<file path="config.mk">
export PLATFORM = sky130hd
export DESIGN_NAME = surh_top
export DESIGN_NICKNAME = d
export VERILOG_FILES = /design/src/verilog/surh_pkg.sv /design/src/verilog/surh_handshake.sv /design/src/verilog/surh_top.sv
export VERILOG_INCLUDE_DIRS = /design/src /design/src/verilog
export SDC_FILE = /design/constraint.sdc
export NUM_CORES = 1
export LEC_CHECK = 0
export ABC_AREA = 1
export BUFFER_PORTS_ARGS = -buffer_cell sky130_fd_sc_hd__buf_2
export CORE_UTILIZATION = 38
export CTS_BUF_LIST = sky130_fd_sc_hd__clkbuf_8
export DETAILED_ROUTE_END_ITERATION = 6
export HOLD_SLACK_MARGIN = 0.03
export PLACE_DENSITY_LB_ADDON = 0.1
export SYNTH_ARGS = -nofsm -noshare
export SYNTH_HDL_FRONTEND = slang
export SYNTH_SLANG_ARGS = --single-unit
export TNS_END_PERCENT = 30
</file>
<file path="constraint.sdc">
create_clock -name mclk -period 1.99 [get_ports mclk]
set_input_delay 0.0995 -clock mclk [delete_from_list [all_inputs] [get_ports mclk]]
set_output_delay 0.0995 -clock mclk [all_outputs]
set_load 0.01 [all_outputs]
</file>
<file path="src/verilog/surh_cfg.svh">
// surh_cfg.svh: opcodes, status and message codes, sense keys, lengths and bus timing.
// assumes: included by bare name; definitions only.
`ifndef SURH_CFG_SVH
`define SURH_CFG_SVH

// operation codes
`define SURH_OP_RESERVE   8'h16
`define SURH_OP_RELEASE   8'h17
`define SURH_OP_INQUIRY   8'h12
`define SURH_OP_REQSENSE  8'h03

// status bytes (status key sits in bits 5:1)
`define SURH_ST_GOOD      8'h00
`define SURH_ST_CHECK     8'h02
`define SURH_ST_CONFLICT  8'h18

// messages
`define SURH_MSG_COMPLETE 8'h00
`define SURH_MSG_BDR      8'h0C
`define SURH_MSG_IDENT    7

// sense keys and sense layout
`define SURH_KEY_NONE     4'h0
`define SURH_KEY_ILLEGAL  4'h5
`define SURH_KEY_UNITATT  4'h6
`define SURH_SENSE_CODE   8'h70
`define SURH_SENSE_ADDLEN 8'h0A
`define SURH_SENSE_LEN    7'h12

// command block layout
`define SURH_CDB_LAST     7'h05
`define SURH_TP_BIT       4
`define SURH_INQ_LEN      7'h60

// timing
`define SURH_CLK_NS       10
`define SURH_SETTLE_NS    400
`define SURH_DESKEW_NS    55
`define SURH_SETTLE_CYC   ((`SURH_SETTLE_NS + `SURH_CLK_NS - 1) / `SURH_CLK_NS)
`define SURH_DESKEW_CYC   ((`SURH_DESKEW_NS + `SURH_CLK_NS - 1) / `SURH_CLK_NS)

`endif

</file>
<file path="src/verilog/surh_pkg.sv">
// surh_pkg.sv: pin bundles and state types of the reservation handler.
// assumes: bus levels are true-asserted; the transceiver inverts.
package surh_pkg;

  typedef struct packed {
    logic       sel;
    logic       atn;
    logic       ack;
    logic       rst;
    logic [7:0] db;
    logic [2:0] own_id;
  } surh_pins_type;

  typedef struct packed {
    logic       bsy_oe_n;
    logic       req_oe_n;
    logic       cd_oe_n;
    logic       io_oe_n;
    logic       msg_oe_n;
    logic       db_oe_n;
    logic [7:0] db_o;
  } surh_drv_type;

  typedef enum logic [7:0] {
    ST_FREE = 8'h01,
    ST_SELW = 8'h02,
    ST_MOUT = 8'h04,
    ST_CMD  = 8'h08,
    ST_EXEC = 8'h10,
    ST_DIN  = 8'h20,
    ST_STAT = 8'h40,
    ST_MIN  = 8'h80
  } surh_state_type;

  typedef enum logic [3:0] {
    HS_IDLE  = 4'h1,
    HS_SETUP = 4'h2,
    HS_REQ   = 4'h4,
    HS_ACKOF = 4'h8
  } surh_hs_type;

endpackage

</file>
<file path="src/verilog/surh_handshake.sv">
// surh_handshake.sv: one asynchronous req/ack byte transfer, either direction.
// assumes: ack and db are already synchronised; start only while idle.
`timescale 1ns/1ns
`include "surh_cfg.svh"
module surh_handshake (
  // clock and reset
  input  wire logic        mclk,
  input  wire logic        rstn,
  // request from the sequencer
  input  wire logic        start,
  input  wire logic        to_init,
  input  wire logic        settle,
  input  wire logic        abort,
  input  wire logic [7:0]  tx_byte,
  // synchronised bus inputs
  input  wire logic        ack,
  input  wire logic [7:0]  db_in,
  // results
  output logic             req,
  output logic             done,
  output logic [7:0]       rx_byte,
  output logic [7:0]       db_o
);
  import surh_pkg::*;

  surh_hs_type st_ff;
  surh_hs_type nxt_st;
  logic [5:0]  dly_ff;
  logic [5:0]  nxt_dly;
  logic        req_ff;
  logic [7:0]  rx_ff;
  logic [7:0]  txd_ff;

  // first byte of a phase waits a bus settle delay, later bytes only a deskew
  assign nxt_dly = (st_ff == HS_IDLE) ? (settle ? 6'(`SURH_SETTLE_CYC) : 6'(`SURH_DESKEW_CYC))
                 : (dly_ff != 6'h00) ? dly_ff - 6'h01 : dly_ff;

  always_comb begin
    nxt_st = st_ff;
    case (st_ff)
      HS_IDLE:  if (start) nxt_st = HS_SETUP;
      HS_SETUP: if (dly_ff == 6'h01) nxt_st = HS_REQ;
      HS_REQ:   if (ack) nxt_st = HS_ACKOF;
      HS_ACKOF: if (!ack) nxt_st = HS_IDLE;
      default:  nxt_st = HS_IDLE;
    endcase
    if (abort) nxt_st = HS_IDLE;
  end

  always_ff @(posedge mclk or negedge rstn) begin
    if (!rstn) begin
      st_ff  <= HS_IDLE;
      dly_ff <= 6'h00;
      req_ff <= 1'b0;
      rx_ff  <= 8'h00;
      txd_ff <= 8'h00;
    end else begin
      st_ff  <= nxt_st;
      dly_ff <= nxt_dly;
      req_ff <= (nxt_st == HS_REQ);
      if (st_ff == HS_REQ && ack && !to_init) rx_ff <= db_in;
      if (st_ff == HS_IDLE && start) txd_ff <= tx_byte;
    end
  end

  assign req     = req_ff;
  assign done    = (st_ff == HS_ACKOF) && !ack && !abort;
  assign rx_byte = rx_ff;
  assign db_o    = txd_ff;
endmodule

</file>
<file path="src/verilog/surh_top.sv">
// surh_top.sv: target-side sequencer for reserve, release and inquiry with reservation tracking.
// assumes: bus pins are true-asserted levels through an external transceiver; one target id.
// Function
// - reserve: select, identify, command block; then good status, complete, bus free.
// - accepted reserve records the issuer as holder; others are denied.
// - holder may reserve again without error; new reservation replaces old.
// - release from the holder clears the reservation.
// - bus device reset message from any initiator clears the reservation.
// - bus reset condition clears the reservation.
// - after message or bus reset, next command gets unit attention key 6.
// - foreign holder: all but release, inquiry, request sense get reservation conflict.
// - third-party bit set on reserve or release gives check, illegal request.
// - third-party device id field is ignored.
// - release from non-holder keeps the reservation and answers good.
// - release: command block, good status, command complete, then bus free.
// - inquiry: data-in with inquiry data, good status, complete, bus free.
// - opcode 16 reserve, 17 release, 12 inquiry.
// - nonzero control byte gives check condition, illegal request.
`timescale 1ns/1ns
`include "surh_cfg.svh"
module surh_top (
  // clock and reset
  input  wire logic                   mclk,
  input  wire logic                   rstn,
  // bus pins
  input  wire surh_pkg::surh_pins_type pins,
  output surh_pkg::surh_drv_type       drv,
  // inquiry data source
  output logic [6:0]                  inq_idx,
  input  wire logic [7:0]             inq_byte,
  // commands handed on to the rest of the unit
  output logic                        cmd_strobe,
  output logic [7:0]                  cmd_code,
  // reservation state
  output logic                        resv_valid,
  output logic [2:0]                  resv_owner,
  output logic                        ua_pending
);
  import surh_pkg::*;

  function automatic logic [3:0] find_other(input logic [7:0] b);
    logic [3:0] r;
    r = 4'h0;
    for (int i = 7; i >= 0; i--) begin
      if (b[i]) r = {1'b1, 3'(i)};
    end
    return r;
  endfunction

  function automatic logic [6:0] clip_len(input logic [7:0] alloc, input logic [6:0] lim);
    return (alloc > {1'b0, lim}) ? lim : alloc[6:0];
  endfunction

  function automatic logic [7:0] sense_byte(input logic [6:0] idx, input logic [3:0] key);
    case (idx)
      7'h00:   return `SURH_SENSE_CODE;
      7'h02:   return {4'h0, key};
      7'h07:   return `SURH_SENSE_ADDLEN;
      default: return 8'h00;
    endcase
  endfunction

  // three-stage input synchroniser; a bit moves once stages two and three agree
  surh_pins_type s1_ff, s2_ff, s3_ff, cl_ff;
  surh_pins_type nxt_cl;
  assign nxt_cl = surh_pins_type'((s2_ff & ~(s2_ff ^ s3_ff)) | (cl_ff & (s2_ff ^ s3_ff)));

  always_ff @(posedge mclk or negedge rstn) begin
    if (!rstn) begin
      s1_ff <= '0;
      s2_ff <= '0;
      s3_ff <= '0;
      cl_ff <= '0;
    end else begin
      s1_ff <= pins;
      s2_ff <= s1_ff;
      s3_ff <= s2_ff;
      cl_ff <= nxt_cl;
    end
  end

  surh_state_type state_ff, nxt_state;
  logic [2:0]  init_ff, lun_ff, owner_ff;
  logic [7:0]  cdb_ff [0:5];
  logic [6:0]  cnt_ff, nxt_cnt, len_ff;
  logic        wait_ff, resv_ff, ua_ff, strobe_ff;
  logic [7:0]  status_ff, code_ff;
  logic [3:0]  sense_ff;
  logic        bsy_ff, cd_ff, io_ff, msg_ff, dbo_ff;

  // selection
  logic [7:0]  own_bit;
  logic [3:0]  other;
  logic        sel_hit, rst_ev;
  assign own_bit = 8'h01 << cl_ff.own_id;
  assign other   = find_other(cl_ff.db & ~own_bit);
  assign rst_ev  = cl_ff.rst;
  assign sel_hit = (state_ff == ST_FREE) && cl_ff.sel && |(cl_ff.db & own_bit) && other[3]
                   && !rst_ev;

  // byte transfer engine
  logic        xfer, to_init, hs_start, hs_done, hs_req;
  logic [7:0]  hs_rx, hs_db, tx_byte;
  assign xfer     = state_ff inside {ST_MOUT, ST_CMD, ST_DIN, ST_STAT, ST_MIN};
  assign to_init  = state_ff inside {ST_DIN, ST_STAT, ST_MIN};
  assign hs_start = xfer && !wait_ff && !rst_ev;
  assign tx_byte  = (state_ff == ST_STAT) ? status_ff
                  : (state_ff == ST_MIN) ? `SURH_MSG_COMPLETE
                  : (cdb_ff[0] == `SURH_OP_INQUIRY) ? inq_byte
                  : sense_byte(cnt_ff, sense_ff);

  surh_handshake u_hs (
    .mclk    (mclk),
    .rstn    (rstn),
    .start   (hs_start),
    .to_init (to_init),
    .settle  (cnt_ff == 7'h00),
    .abort   (rst_ev),
    .tx_byte (tx_byte),
    .ack     (cl_ff.ack),
    .db_in   (cl_ff.db),
    .req     (hs_req),
    .done    (hs_done),
    .rx_byte (hs_rx),
    .db_o    (hs_db)
  );

  // command decode; the third-party id bits of byte 1 are never looked at
  logic [7:0]  op;
  logic        is_rsv, is_rel, is_inq, is_rs, own_match, fmt_bad, tp_bad, conflict;
  logic        rj_ua, rj_fmt, rj_cfl, rj_tp, exec_ev, exec_good, bdr_ev;
  logic [6:0]  xlen;
  assign op        = cdb_ff[0];
  assign is_rsv    = (op == `SURH_OP_RESERVE);
  assign is_rel    = (op == `SURH_OP_RELEASE);
  assign is_inq    = (op == `SURH_OP_INQUIRY);
  assign is_rs     = (op == `SURH_OP_REQSENSE);
  assign own_match = (owner_ff == init_ff);
  assign fmt_bad   = (cdb_ff[5] != 8'h00) || (lun_ff != 3'h0);
  assign tp_bad    = (is_rsv || is_rel) && cdb_ff[1][`SURH_TP_BIT];
  assign conflict  = resv_ff && !own_match && !(is_rel || is_inq || is_rs);
  // unit attention outranks format errors, which outrank conflicts
  assign rj_ua     = ua_ff && !is_rs;
  assign rj_fmt    = !rj_ua && fmt_bad;
  assign rj_cfl    = !rj_ua && !fmt_bad && conflict;
  assign rj_tp     = !rj_ua && !fmt_bad && !conflict && tp_bad;
  assign exec_ev   = (state_ff == ST_EXEC) && !rst_ev;
  assign exec_good = !(rj_ua || rj_fmt || rj_cfl || rj_tp);
  assign bdr_ev    = (state_ff == ST_MOUT) && hs_done && (hs_rx == `SURH_MSG_BDR);
  assign xlen      = is_inq ? clip_len(cdb_ff[4], `SURH_INQ_LEN)
                   : is_rs ? clip_len(cdb_ff[4], `SURH_SENSE_LEN) : 7'h00;

  // reservation and attention; a reset event wins over any command in the same cycle
  logic        nxt_resv, nxt_ua;
  logic [7:0]  nxt_status;
  logic [3:0]  nxt_sense;
  assign nxt_resv = (rst_ev || bdr_ev) ? 1'b0
                  : (exec_ev && exec_good && is_rsv) ? 1'b1
                  : (exec_ev && exec_good && is_rel && own_match) ? 1'b0
                  : resv_ff;
  assign nxt_ua   = (rst_ev || bdr_ev) ? 1'b1
                  : (exec_ev && (rj_ua || (is_rs && exec_good))) ? 1'b0 : ua_ff;
  assign nxt_status = rj_cfl ? `SURH_ST_CONFLICT
                    : (rj_ua || rj_fmt || rj_tp) ? `SURH_ST_CHECK
                    : `SURH_ST_GOOD;
  assign nxt_sense  = rj_ua ? `SURH_KEY_UNITATT
                    : (rj_fmt || rj_tp) ? `SURH_KEY_ILLEGAL
                    : (is_rs && ua_ff) ? `SURH_KEY_UNITATT
                    : is_rs ? sense_ff : `SURH_KEY_NONE;

  // phase sequence
  always_comb begin
    nxt_state = state_ff;
    case (state_ff)
      ST_FREE: if (sel_hit) nxt_state = ST_SELW;
      ST_SELW: if (!cl_ff.sel) nxt_state = cl_ff.atn ? ST_MOUT : ST_CMD;
      ST_MOUT: begin
        if (bdr_ev) nxt_state = ST_FREE;
        else if (hs_done && !cl_ff.atn) nxt_state = ST_CMD;
      end
      ST_CMD:  if (hs_done && cnt_ff == `SURH_CDB_LAST) nxt_state = ST_EXEC;
      ST_EXEC: nxt_state = (exec_good && xlen != 7'h00) ? ST_DIN : ST_STAT;
      ST_DIN:  if (hs_done && cnt_ff == len_ff - 7'h01) nxt_state = ST_STAT;
      ST_STAT: if (hs_done) nxt_state = ST_MIN;
      ST_MIN:  if (hs_done) nxt_state = ST_FREE;
      default: nxt_state = ST_FREE;
    endcase
    if (rst_ev) nxt_state = ST_FREE;
  end

  assign nxt_cnt = (nxt_state != state_ff) ? 7'h00 : hs_done ? cnt_ff + 7'h01 : cnt_ff;

  always_ff @(posedge mclk or negedge rstn) begin
    if (!rstn) begin
      state_ff <= ST_FREE;
      cnt_ff   <= 7'h00;
      wait_ff  <= 1'b0;
    end else begin
      state_ff <= nxt_state;
      cnt_ff   <= nxt_cnt;
      wait_ff  <= !rst_ev && (hs_start || (wait_ff && !hs_done));
    end
  end

  // initiator id is taken at selection, the identify message sets the unit number
  always_ff @(posedge mclk or negedge rstn) begin
    if (!rstn) begin
      init_ff <= 3'h0;
      lun_ff  <= 3'h0;
    end else begin
      if (sel_hit) init_ff <= other[2:0];
      if (sel_hit) lun_ff <= 3'h0;
      else if (state_ff == ST_MOUT && hs_done && hs_rx[`SURH_MSG_IDENT]) lun_ff <= hs_rx[2:0];
    end
  end

  always_ff @(posedge mclk or negedge rstn) begin
    if (!rstn) begin
      for (int i = 0; i < 6; i++) cdb_ff[i] <= 8'h00;
    end else if (state_ff == ST_CMD && hs_done) begin
      cdb_ff[cnt_ff[2:0]] <= hs_rx;
    end
  end

  // power-up counts as a hardware reset, so attention starts pending
  always_ff @(posedge mclk or negedge rstn) begin
    if (!rstn) begin
      resv_ff  <= 1'b0;
      ua_ff    <= 1'b1;
      owner_ff <= 3'h0;
    end else begin
      resv_ff <= nxt_resv;
      ua_ff   <= nxt_ua;
      if (exec_ev && exec_good && is_rsv) owner_ff <= init_ff;
    end
  end

  always_ff @(posedge mclk or negedge rstn) begin
    if (!rstn) begin
      status_ff <= `SURH_ST_GOOD;
      sense_ff  <= `SURH_KEY_NONE;
      len_ff    <= 7'h00;
      strobe_ff <= 1'b0;
      code_ff   <= 8'h00;
    end else begin
      strobe_ff <= exec_ev && exec_good && !(is_rsv || is_rel || is_inq || is_rs);
      if (exec_ev) begin
        status_ff <= nxt_status;
        sense_ff  <= nxt_sense;
        len_ff    <= xlen;
        code_ff   <= op;
      end else if (state_ff == ST_MIN && hs_done && is_rs) begin
        sense_ff  <= `SURH_KEY_NONE;
      end
    end
  end

  // bus control lines follow the next phase so they settle before the first req
  always_ff @(posedge mclk or negedge rstn) begin
    if (!rstn) begin
      bsy_ff <= 1'b0;
      cd_ff  <= 1'b0;
      io_ff  <= 1'b0;
      msg_ff <= 1'b0;
      dbo_ff <= 1'b0;
    end else begin
      bsy_ff <= (nxt_state != ST_FREE);
      cd_ff  <= nxt_state inside {ST_MOUT, ST_CMD, ST_STAT, ST_MIN};
      io_ff  <= nxt_state inside {ST_DIN, ST_STAT, ST_MIN};
      msg_ff <= nxt_state inside {ST_MOUT, ST_MIN};
      dbo_ff <= nxt_state inside {ST_DIN, ST_STAT, ST_MIN};
    end
  end

  assign drv = '{bsy_oe_n: ~bsy_ff, req_oe_n: ~hs_req, cd_oe_n: ~cd_ff, io_oe_n: ~io_ff,
                 msg_oe_n: ~msg_ff, db_oe_n: ~dbo_ff, db_o: hs_db};
  assign inq_idx    = cnt_ff;
  assign cmd_strobe = strobe_ff;
  assign cmd_code   = code_ff;
  assign resv_valid = resv_ff;
  assign resv_owner = owner_ff;
  assign ua_pending = ua_ff;
endmodule

</file>
# Word level (Yosys, flattened, before mapping)

Cells that the tools add are included.
W data, S select, Z words.

Register bits: 194
Word-level logic and storage cells: 251

Add/subtract/negate cells: 3
$lt $le $gt $ge: 4
Equality and inequality tests: 32
Shifts and indexed selects: 1
Mux-type cells: 57
Bitwise logic cells: 14
Reduce and logical (&&, ||, !) cells: 88

Operators by type and width:

| operator             | count |
|---|---|
| $mux W8              | 13 |
| $mux W4              | 20 |
| $pmux W8 S8          | 1 |
| $mux W7              | 7 |
| $bwmux W48           | 1 |
| $logic_and A1 B1 Y1  | 42 |
| $eq A8 B5 Y1 const B | 4 |
| $and A15 B15 Y15     | 2 |
| $demux W8 S3         | 1 |
| $eq A8 B4 Y1 const B | 3 |
| $pmux W7 S3          | 1 |
| $mux W6              | 3 |
| $and A8 B8 Y8        | 2 |
| $eq A8 B2 Y1 const B | 2 |
| $eq A8 B3 Y1 const B | 2 |
| $eq A8 B6 Y1 const B | 2 |
| $eq A8 B7 Y1 const B | 2 |
| $eq A8 B8 Y1 const B | 2 |
| $pmux W4 S4          | 1 |
| $not A15 Y15         | 1 |
| $or A15 B15 Y15      | 1 |
| $xor A15 B15 Y15     | 1 |
| $eq A7 B3 Y1 const B | 2 |
| $logic_not A1 Y1     | 14 |
| other kinds (38)     | 69 |

# Longest topological paths before layout

Gate-level depths: netlist of run 1.

Depth after elaboration: 18
Mapped depth: 18
Gate-level depth less buffers: 18

# By module

A second synthesis of run 1 with hierarchy kept.

Cells, all modules: 845
Area, all modules: 7542.2 µm²

Modules (own cells, without submodules):

| module         | instances | cells each | area an instance (µm²) |
|---|---|---|---|
| surh_top       | 1         | 684        | 6219.7 |
| surh_handshake | 1         | 161        | 1322.5 |

# Worst setup path after synthesis of run 1

No wires, ideal clock.

Kind: reg2reg
From: register len_ff[0]
To: register cnt_ff[0], in the netlist inq_idx[0]
Setup time: 0.073 ns
Data arrival time: 1.882 ns
Setup slack: 0.035 ns
Stages on the path, launching flop included: 19
Path buffers: 0
Period minus slack after synthesis: 1.955 ns
Cell sequence: dfrtp_1 -> inv_1 -> ha_1 -> nand2_1 -> nor2_1 -> nand2_1 -> xor2_1 -> nand2_1 -> nand2_1 -> inv_1 -> nand3b_1 -> nand2_1 -> nand2_1 -> nand2_1 -> nand2_1 -> nand2_1 -> nor2_2 -> nand3_2 -> nor2_1

Cells in the longest elaborated chain, start to end: 8

Ends and longest elaborated chain:

| element                                       | RTL line        | source |
|---|---|---|
| start: declaration                            | surh_top.sv:85  | `logic [6:0] cnt_ff, nxt_cnt, len_ff;` |
| start signal: assignment                      | surh_top.sv:250 | `len_ff <= xlen;` |
| $sub A7 B1 Y7 (*)                             | surh_top.sv:183 | `ST_DIN: if (hs_done && cnt_ff == len_ff - 7'h01) nxt_state = ST_STAT;` |
| $eq A7 B7 Y1 (*)                              | surh_top.sv:183 |  |
| $logic_and A1 B1 Y1 (*)                       | surh_top.sv:183 |  |
| $mux W8 (*)                                   | surh_top.sv:183 |  |
| $pmux W8 S8 (*)                               | surh_top.sv:174 | `case (state_ff)` |
| $mux W8 (*)                                   | surh_top.sv:188 | `if (rst_ev) nxt_state = ST_FREE;` |
| $ne A8 B8 Y1 (*)                              | surh_top.sv:191 | `assign nxt_cnt = (nxt_state != state_ff) ? 7'h00 : hs_done ? cnt_ff + 7'h01 : cnt_ff;` |
| $mux W7 or $reduce_bool A2 Y1 (tied branches) | --              |  |
| end signal: assignment                        | surh_top.sv:200 | `cnt_ff <= nxt_cnt;` |
| end: declaration                              | surh_top.sv:85  |  |

Every way passes the cells marked *; elsewhere a longest branch is shown, timed or not.
A chain may end at the register's enable or synchronous reset.

# Worst setup path after layout of run 1

From: register cdb_ff (netlist bit op[7])
To: register cnt_ff[2], in the netlist inq_idx[2]

Cells in the longest elaborated chain, start to end: 16

Ends and longest elaborated chain:

| element                                       | RTL line        | source |
|---|---|---|
| start: declaration                            | surh_top.sv:84  | `logic [7:0] cdb_ff [0:5];` |
| start signal: indexed assignment              | surh_top.sv:221 | `cdb_ff[cnt_ff[2:0]] <= hs_rx;` |
| $eq A8 B5 Y1 (no line)                        | --              |  |
| $logic_or A1 B1 Y1 (2 in series)              | surh_top.sv:141 | `assign conflict = resv_ff && !own_match && !(is_rel \|\| is_inq \|\| is_rs);` |
| $logic_not A1 Y1                              | surh_top.sv:141 |  |
| $logic_and A1 B1 Y1                           | surh_top.sv:141 |  |
| $logic_not A1 Y1                              | surh_top.sv:146 | `assign rj_tp = !rj_ua && !fmt_bad && !conflict && tp_bad;` |
| $logic_and A1 B1 Y1 (2 in series)             | surh_top.sv:146 |  |
| $logic_or A1 B1 Y1                            | surh_top.sv:148 | `assign exec_good = !(rj_ua \|\| rj_fmt \|\| rj_cfl \|\| rj_tp);` |
| $logic_not A1 Y1                              | surh_top.sv:148 |  |
| $logic_and A1 B1 Y1 (*)                       | surh_top.sv:182 | `ST_EXEC: nxt_state = (exec_good && xlen != 7'h00) ? ST_DIN : ST_STAT;` |
| $mux W7 (*)                                   | surh_top.sv:182 |  |
| $pmux W8 S8 (*)                               | surh_top.sv:174 |  |
| $mux W8 (*)                                   | surh_top.sv:188 |  |
| $ne A8 B8 Y1 (*)                              | surh_top.sv:191 |  |
| $mux W7 or $reduce_bool A2 Y1 (tied branches) | --              |  |

Marks and branches as above.

==> impl_metrics.yaml, run 1 <==
status:
  status: "complete, but fails checks"
  violations: "negative setup slack"
clock_network:
  clock_latency_ps: 470
  htree_levels: 4
  cts_buffer_depth: 2
  numCtsBuffers: 17
  root_buffer: "clkbuf_8"
  cts.sinks: 164
  cts_tree: "done"
  clkTransAtPathRegs_ps: 110
detailed_routing:
  routedWlPerCell_um: 13.2
  vias: 6235
  final_antenna_net_count: 0
  drt_iter0_markers: 251
  viasPerCell: 4.57
  drt-total-wl_um: 18000
  dr.pass1.iters: 5
  drcViolationCount: 0
timing:
  worst_slack_ps: -154
  final-setup-viol-count: 7
  finalHoldViolCount: 0
  tightest_slew_ps: 468
  fin_crit_ps: 2140
  fin_skew_ps: 20.2
  max_slew_margin_pct: 68.5
  hold_slack_ps: 104
  maxSlewViolCount: 0
  rsz0062_at_grt: "yes"
  fin_crit_sh_pct: 108
  fmaxAchievable_ghz: 0.466
layout:
  antenna_cells: 0
  drive_above_1_share_pct: 35.6
  final_core_util_pct: 55.2
  final_cell_mix: "dfrtp_1, buf_4, nand2_1"
  area_growth_pct: 41.5
  final_common_cell: "dfrtp_1"
  fin_area_sq_um: 10400
  instances_no_fill: 1363
  nets: 1122
logic_synthesis:
  synth-seq-cells: 164
  ys_types: 41
  synth_area_sq_um: 7350
  yosysTopAreaCell: "dfrtp_1"
  yosys_warnings: 0
  synthTopCellsByArea: "dfrtp_1, nand2_1, inv_1, o21ai_0, nor2_1"
  yosysTopAreaCellShare_pct: 54.8
  synth.avg_cell_area_sq_um: 8.87
  ys_seq_area_share_pct: 55.9
  synth_cells: 829
  synth_nets: 861
placement:
  io_buffers: 59
  pre_cts_ws_ps: -264
  place_inst: 1283
  post_dp_cell_area_sq_um: 9060
  gp_congestion: 0.829
  dp_hpwl_um: 12900
die:
  fp.coreArea_sq_um: 18800
  start_util_pct: 39.0
  rows: 50
  die_h_um: 141
  die_x_um: 141
  ios: 60
  dieArea_sq_um: 19900
global_route:
  use_met2_pct: 30.1
  grt-ovfl-total: 0
  grt_start_max_net_pins: 57
  busiest_layer: "met2"
  grt_pass1_vias: 6000
  use_met3_pct: 2.92
  grt_pass1_wl_um: 29300
  antenna_found_initial: 0
  track_usage_pct: 18.9
  grt_use_met1_pct: 26.5
worst_setup_path:
  cp_slowest_stage_delay_ps: 430
  rr_startpoint: "op[7]"
  crit_path_top_delay_cell: "dfrtp_1"
  regToRegEndpoint: "inq_idx[2]"
  crit_buf_inv: 0
  crit_required_ps: 2390
  cp-end-kind: "flip-flop"
  worstPathMaxFanout: 7
  cp.arrival_ps: 2550
  crit_family: "simple AND/OR/NAND/NOR gates"
  cp-start-kind: "flip-flop"
  path_class: "flip-flop to flip-flop"
  crit_chain: "nor2_4, nand2_2, nor2_4, nand3_2, nand2_4, a21oi_2, nand3_2, nand2_1, nand2_2, nand2_2, nand3_2, nand2_1, nor2_2, nand3_4, nor2_2"
  reg2reg_depth: 15
  r2r_setup_slack_ps: -150
power_and_ir_drop:
  cellPowerDensity_nw_per_um2: 647
  p_leak_nw: 5.20
  peakVddDrop_mv: 0.512
hold_path:
  hold_path_class: "input port to async pin"
run:
  max_cap_viol_count: 0
==> power by group <==
| part | switching [mW] | internal [mW] |
|---|---|---|
| clock network | 1.50 | 0.965 |
| registers | 0.0779 | 3.45 |
| logic | 0.403 | 0.329 |
| total | 1.98 | 4.75 |
==> area by class of cell <==
type	instances	area [sq um]
Clock buffer	17	234
Clock inverter	15	181
Fill cell	1778	8430
Inverter	114	435
Multi-Input combinational cell	537	3180
Sequential cell	164	4110
Tap cell	260	325
Timing Repair Buffer	256	1930
==> routing by layer <==
metal / vias to the layer above / part of all wire, %
li1: 3213 / -
met1: 2929 / 50
met2: 75 / 46
met3: 18 / 2.3
met4: 0 / 1.4
met5: - / 0
==> timing repair <==
item,in CTS,in global routing
setup endpoints to repair,24,51
endpoints found under the hold margin,178,0
gates cloned,0,0
resized for setup,28,126
setup buffers,17,16
hold buffers,23,0
pin swaps,15,51
==> cell families after synthesis <==
family	after synthesis	share of synthesized area, %
compound gates	116	8.60
xor+xnor	20	2.38
fa+ha+maj	22	3.23
buf+inv	128	6.69
flops	164	55.9
simple gates	379	23.2
==> worst max-delay path by stage <==
stage	end	slack, ps	start	cells past startpoint
6_report	inq_idx[2]	-150	op[7]	15
5_1_grt	inq_idx[2]	-330	op[7]	15
4_1_cts	inq_idx[2]	-170	len_ff[0]	18
3_5_place_dp	inq_idx[5]	-260	op[7]	15
3_3_place_gp	inq_idx[4]	-240	op[7]	15
2_1_floorplan	inq_idx[0]	40	len_ff[0]	18
==> sequential cells by signal (all words and copies together) (netlist names), 4 cells and up, named ones only <==
| name | count |
|---|---|
| cdb_ff | 17 |
| u_hs.db_o | 8 |
| op | 8 |
| u_hs.dly_ff | 6 |
| len_ff | 7 |
| s2_ff | 15 |
| inq_idx | 7 |
| cmd_code | 8 |
| u_hs.rx_byte | 8 |
| s3_ff | 15 |
| state_ff | 8 |
| u_hs.st_ff | 4 |
| s1_ff | 15 |
==> synthesized netlist by cell type, drive strengths merged <==
cell type	number
a31oi	1
buf	5
dfstp	3
a221oi	1
nand2	189
maj3	15
a211oi	1
ha	7
nor4	6
a22oi	4
xnor2	9
nand3	53
a21oi	26
or2	1
a21o	2
o21ai	71
nand2b	1
xor2	11
a311oi	1
o211ai	4
nor2	88
o21a	2
inv	114
o41ai	1
nand4	21
clkbuf	9
dfrtp	161
nor3	15
o311ai	1
a21boi	1
nand3b	5
==> per-stage QoR <==
step	total power [mW]	setup TNS (ps)
finish	6.73	-995
CTS	6.79	-1070
global route	7.05	-3080
detailed placement	4.26	-2840
global placement	4.25	-2730
floorplan	3.88	0
(Power assumes the default switching activity.)
==> run 2, diff against run 1 <==
--- a/config.mk
+++ b/config.mk
@@ -8,11 +8,13 @@
 export LEC_CHECK = 0
 export ABC_AREA = 1
 export BUFFER_PORTS_ARGS = -buffer_cell sky130_fd_sc_hd__buf_2
+export CORE_MARGIN = 8
 export CORE_UTILIZATION = 38
 export CTS_BUF_LIST = sky130_fd_sc_hd__clkbuf_8
 export DETAILED_ROUTE_END_ITERATION = 6
 export HOLD_SLACK_MARGIN = 0.03
 export PLACE_DENSITY_LB_ADDON = 0.1
+export SKIP_LAST_GASP = 1
 export SYNTH_ARGS = -nofsm -noshare
 export SYNTH_HDL_FRONTEND = slang
 export SYNTH_SLANG_ARGS = --single-unit
==> run 2 against run 1 <==
- sequential power about the same
- worst setup slack worse by 15 ps
- sequential cell count unchanged
- global-route usage down 2.9 points
- final area down 3.2%
- non-clock buffer count down 10
- first-iteration DRC count up 33%
- critical endpoint is now inq_idx[1]
- combinational power down 7.1%
- the flow still finishes with violations (negative setup slack)
- maximum frequency down 0.71%
- wire length up 1.5%
- core utilization down 2.8 points
- total power down 1.2%
==> impl_metrics.yaml, run 2 (same netlist as run 1, synthesis figures left out) <==
timing:
  worst_slack_ps: -169
  final-setup-viol-count: 15
  finalHoldViolCount: 0
  finalSetupTns_ps: -1320
  rsz0062_at_grt: "yes"
  maxSlewViolCount: 0
  fin_crit_sh_pct: 109
  fin_crit_ps: 2160
  tightest_slew_ps: 521
  fmaxAchievable_ghz: 0.463
  max_slew_margin_pct: 65.0
  fin_skew_ps: 17.5
worst_setup_path:
  cp-start-kind: "flip-flop"
  path_class: "flip-flop to flip-flop"
  cp-end-kind: "flip-flop"
  critPathMostFrequentCell: "nand2_1"
  crit_path_top_delay_cell: "dfrtp_1"
  cp.arrival_ps: 2560
  crit_required_ps: 2390
  r2r_setup_slack_ps: -170
  crit_chain: "inv_2, buf_4, nand3_1, inv_1, nand2_1, nand2_1, nand2_2, nor2_1, nand3_1, nand2_1, a21oi_1, nand2_1, nand2_1, nand2_1, nand2_1, nor2_2, nand3_4, nor2_1"
  worstPathMaxFanout: 7
  cp_slowest_stage_delay_ps: 400
die:
  dieArea_sq_um: 24000
  die_h_um: 155
  rows: 51
  die_x_um: 155
  start_util_pct: 38.3
  ios: 60
  fp.coreArea_sq_um: 19200
clock_network:
  root_buffer: "clkbuf_8"
  htree_levels: 4
  cts_buffer_depth: 2
  cts_tree: "done"
  clkTransAtPathRegs_ps: 90
  clock_latency_ps: 470
  cts.sinks: 164
  numCtsBuffers: 17
detailed_routing:
  drt-total-wl_um: 18200
  vias: 6142
  final_antenna_net_count: 0
  viasPerCell: 4.52
  dr.pass1.iters: 4
  drcViolationCount: 0
  drt_iter0_markers: 333
  routedWlPerCell_um: 13.4
power_and_ir_drop:
  p_leak_nw: 5.09
  power_mw: 6.65
  cellPowerDensity_nw_per_um2: 660
  peakVddDrop_mv: 0.510
global_route:
  track_usage_pct: 16.0
  use_met3_pct: 3.13
  grt_start_max_net_pins: 59
  grt_use_met1_pct: 21.5
  busiest_layer: "met2"
  use_met2_pct: 25.5
  antenna_found_initial: 0
  grt_pass1_wl_um: 30800
  grt_pass1_vias: 6172
  grt-ovfl-total: 0
layout:
  final_cell_mix: "nand2_1, dfrtp_1, buf_4"
  area_growth_pct: 37.1
  largest_register_ffs: 17
  nets: 1112
  drive_above_1_share_pct: 31.4
  top_register: "cdb_ff"
  antenna_cells: 0
  instances_no_fill: 1358
  final_common_cell: "nand2_1"
status:
  status: "complete, but fails checks"
  violations: "negative setup slack"
hold_path:
  hold_path_class: "input port to async pin"
placement:
  place_inst: 1286
  dp_hpwl_um: 13400
  io_buffers: 59
  gp_congestion: 0.837
run:
  max_cap_viol_count: 0
[run 2: what timing repair did]
item,CTS,global route
hold buffers,23,0
gates resized for setup,15,66
pin swaps,13,38
setup buffers,6,11
hold endpoints to repair,184,0
setup endpoints to repair,23,56
[run 2: path summary, 6_finish.rpt]
kind | startpoint | endpoint | cells after the start
max | len_ff[0] | inq_idx[1] | 18
min | rstn | s1_ff[9] | 2
max reg2reg | len_ff[0] | inq_idx[1] | 18
min reg2reg | s1_ff[12] | s2_ff[12] | 0
max in group asynchronous | rstn | ua_pending | 3
min in group mclk | inq_byte[1] | u_hs.db_o[1] | 6
[run 2: per-stage QoR]
step                      worst slack (ps)  instance area (sq um)  util, %  hold WS, ps
after floorplan                       35.0                   7350        -         -196
after global placement                -315                   9060     47.2         80.8
after detailed placement              -349                   9060     47.2         77.6
after CTS                             -171                   9780     50.9          123
after global routing                  -347                  10100     52.4          151
final                                 -169                  10100     52.4          128
[run 2: critical path, delay by kind of cell (launching register included)]
kind                   cells  cell delay, ps
AOI/OAI and AO/OA          1              60
buffers and inverters      3             280
DFF                        1             400
and+or+nand+nor           14            1360
[run 2: routing by layer]
metal  wire length, um  vias up  share of wire (%)
li1                  -     3179                  -
met1              8770     2858                 48
met2              8620       87                 47
met3               608       18                3.3
met4               228        0                1.3
met5                 0        -                  0
[run 2: final cells by class]
| cell class | instances | area, sq um |
|---|---|---|
| multi-input cells | 537 | 2980 |
| flip-flops and latches | 164 | 4110 |
| clock buffers | 19 | 262 |
| repair buffers | 246 | 1820 |
| inverters | 114 | 433 |
| clock inverters | 13 | 139 |
| well taps | 265 | 332 |
| fillers | 1802 | 9130 |
[run 2: power by group]
group	total, mW	leakage [nW]	internal, mW	switching, mW
clock network	2.44	0.202	1.10	1.34
registers	3.53	2.12	3.45	0.0760
logic	0.680	2.77	0.288	0.391
total	6.65	5.09	4.84	1.81
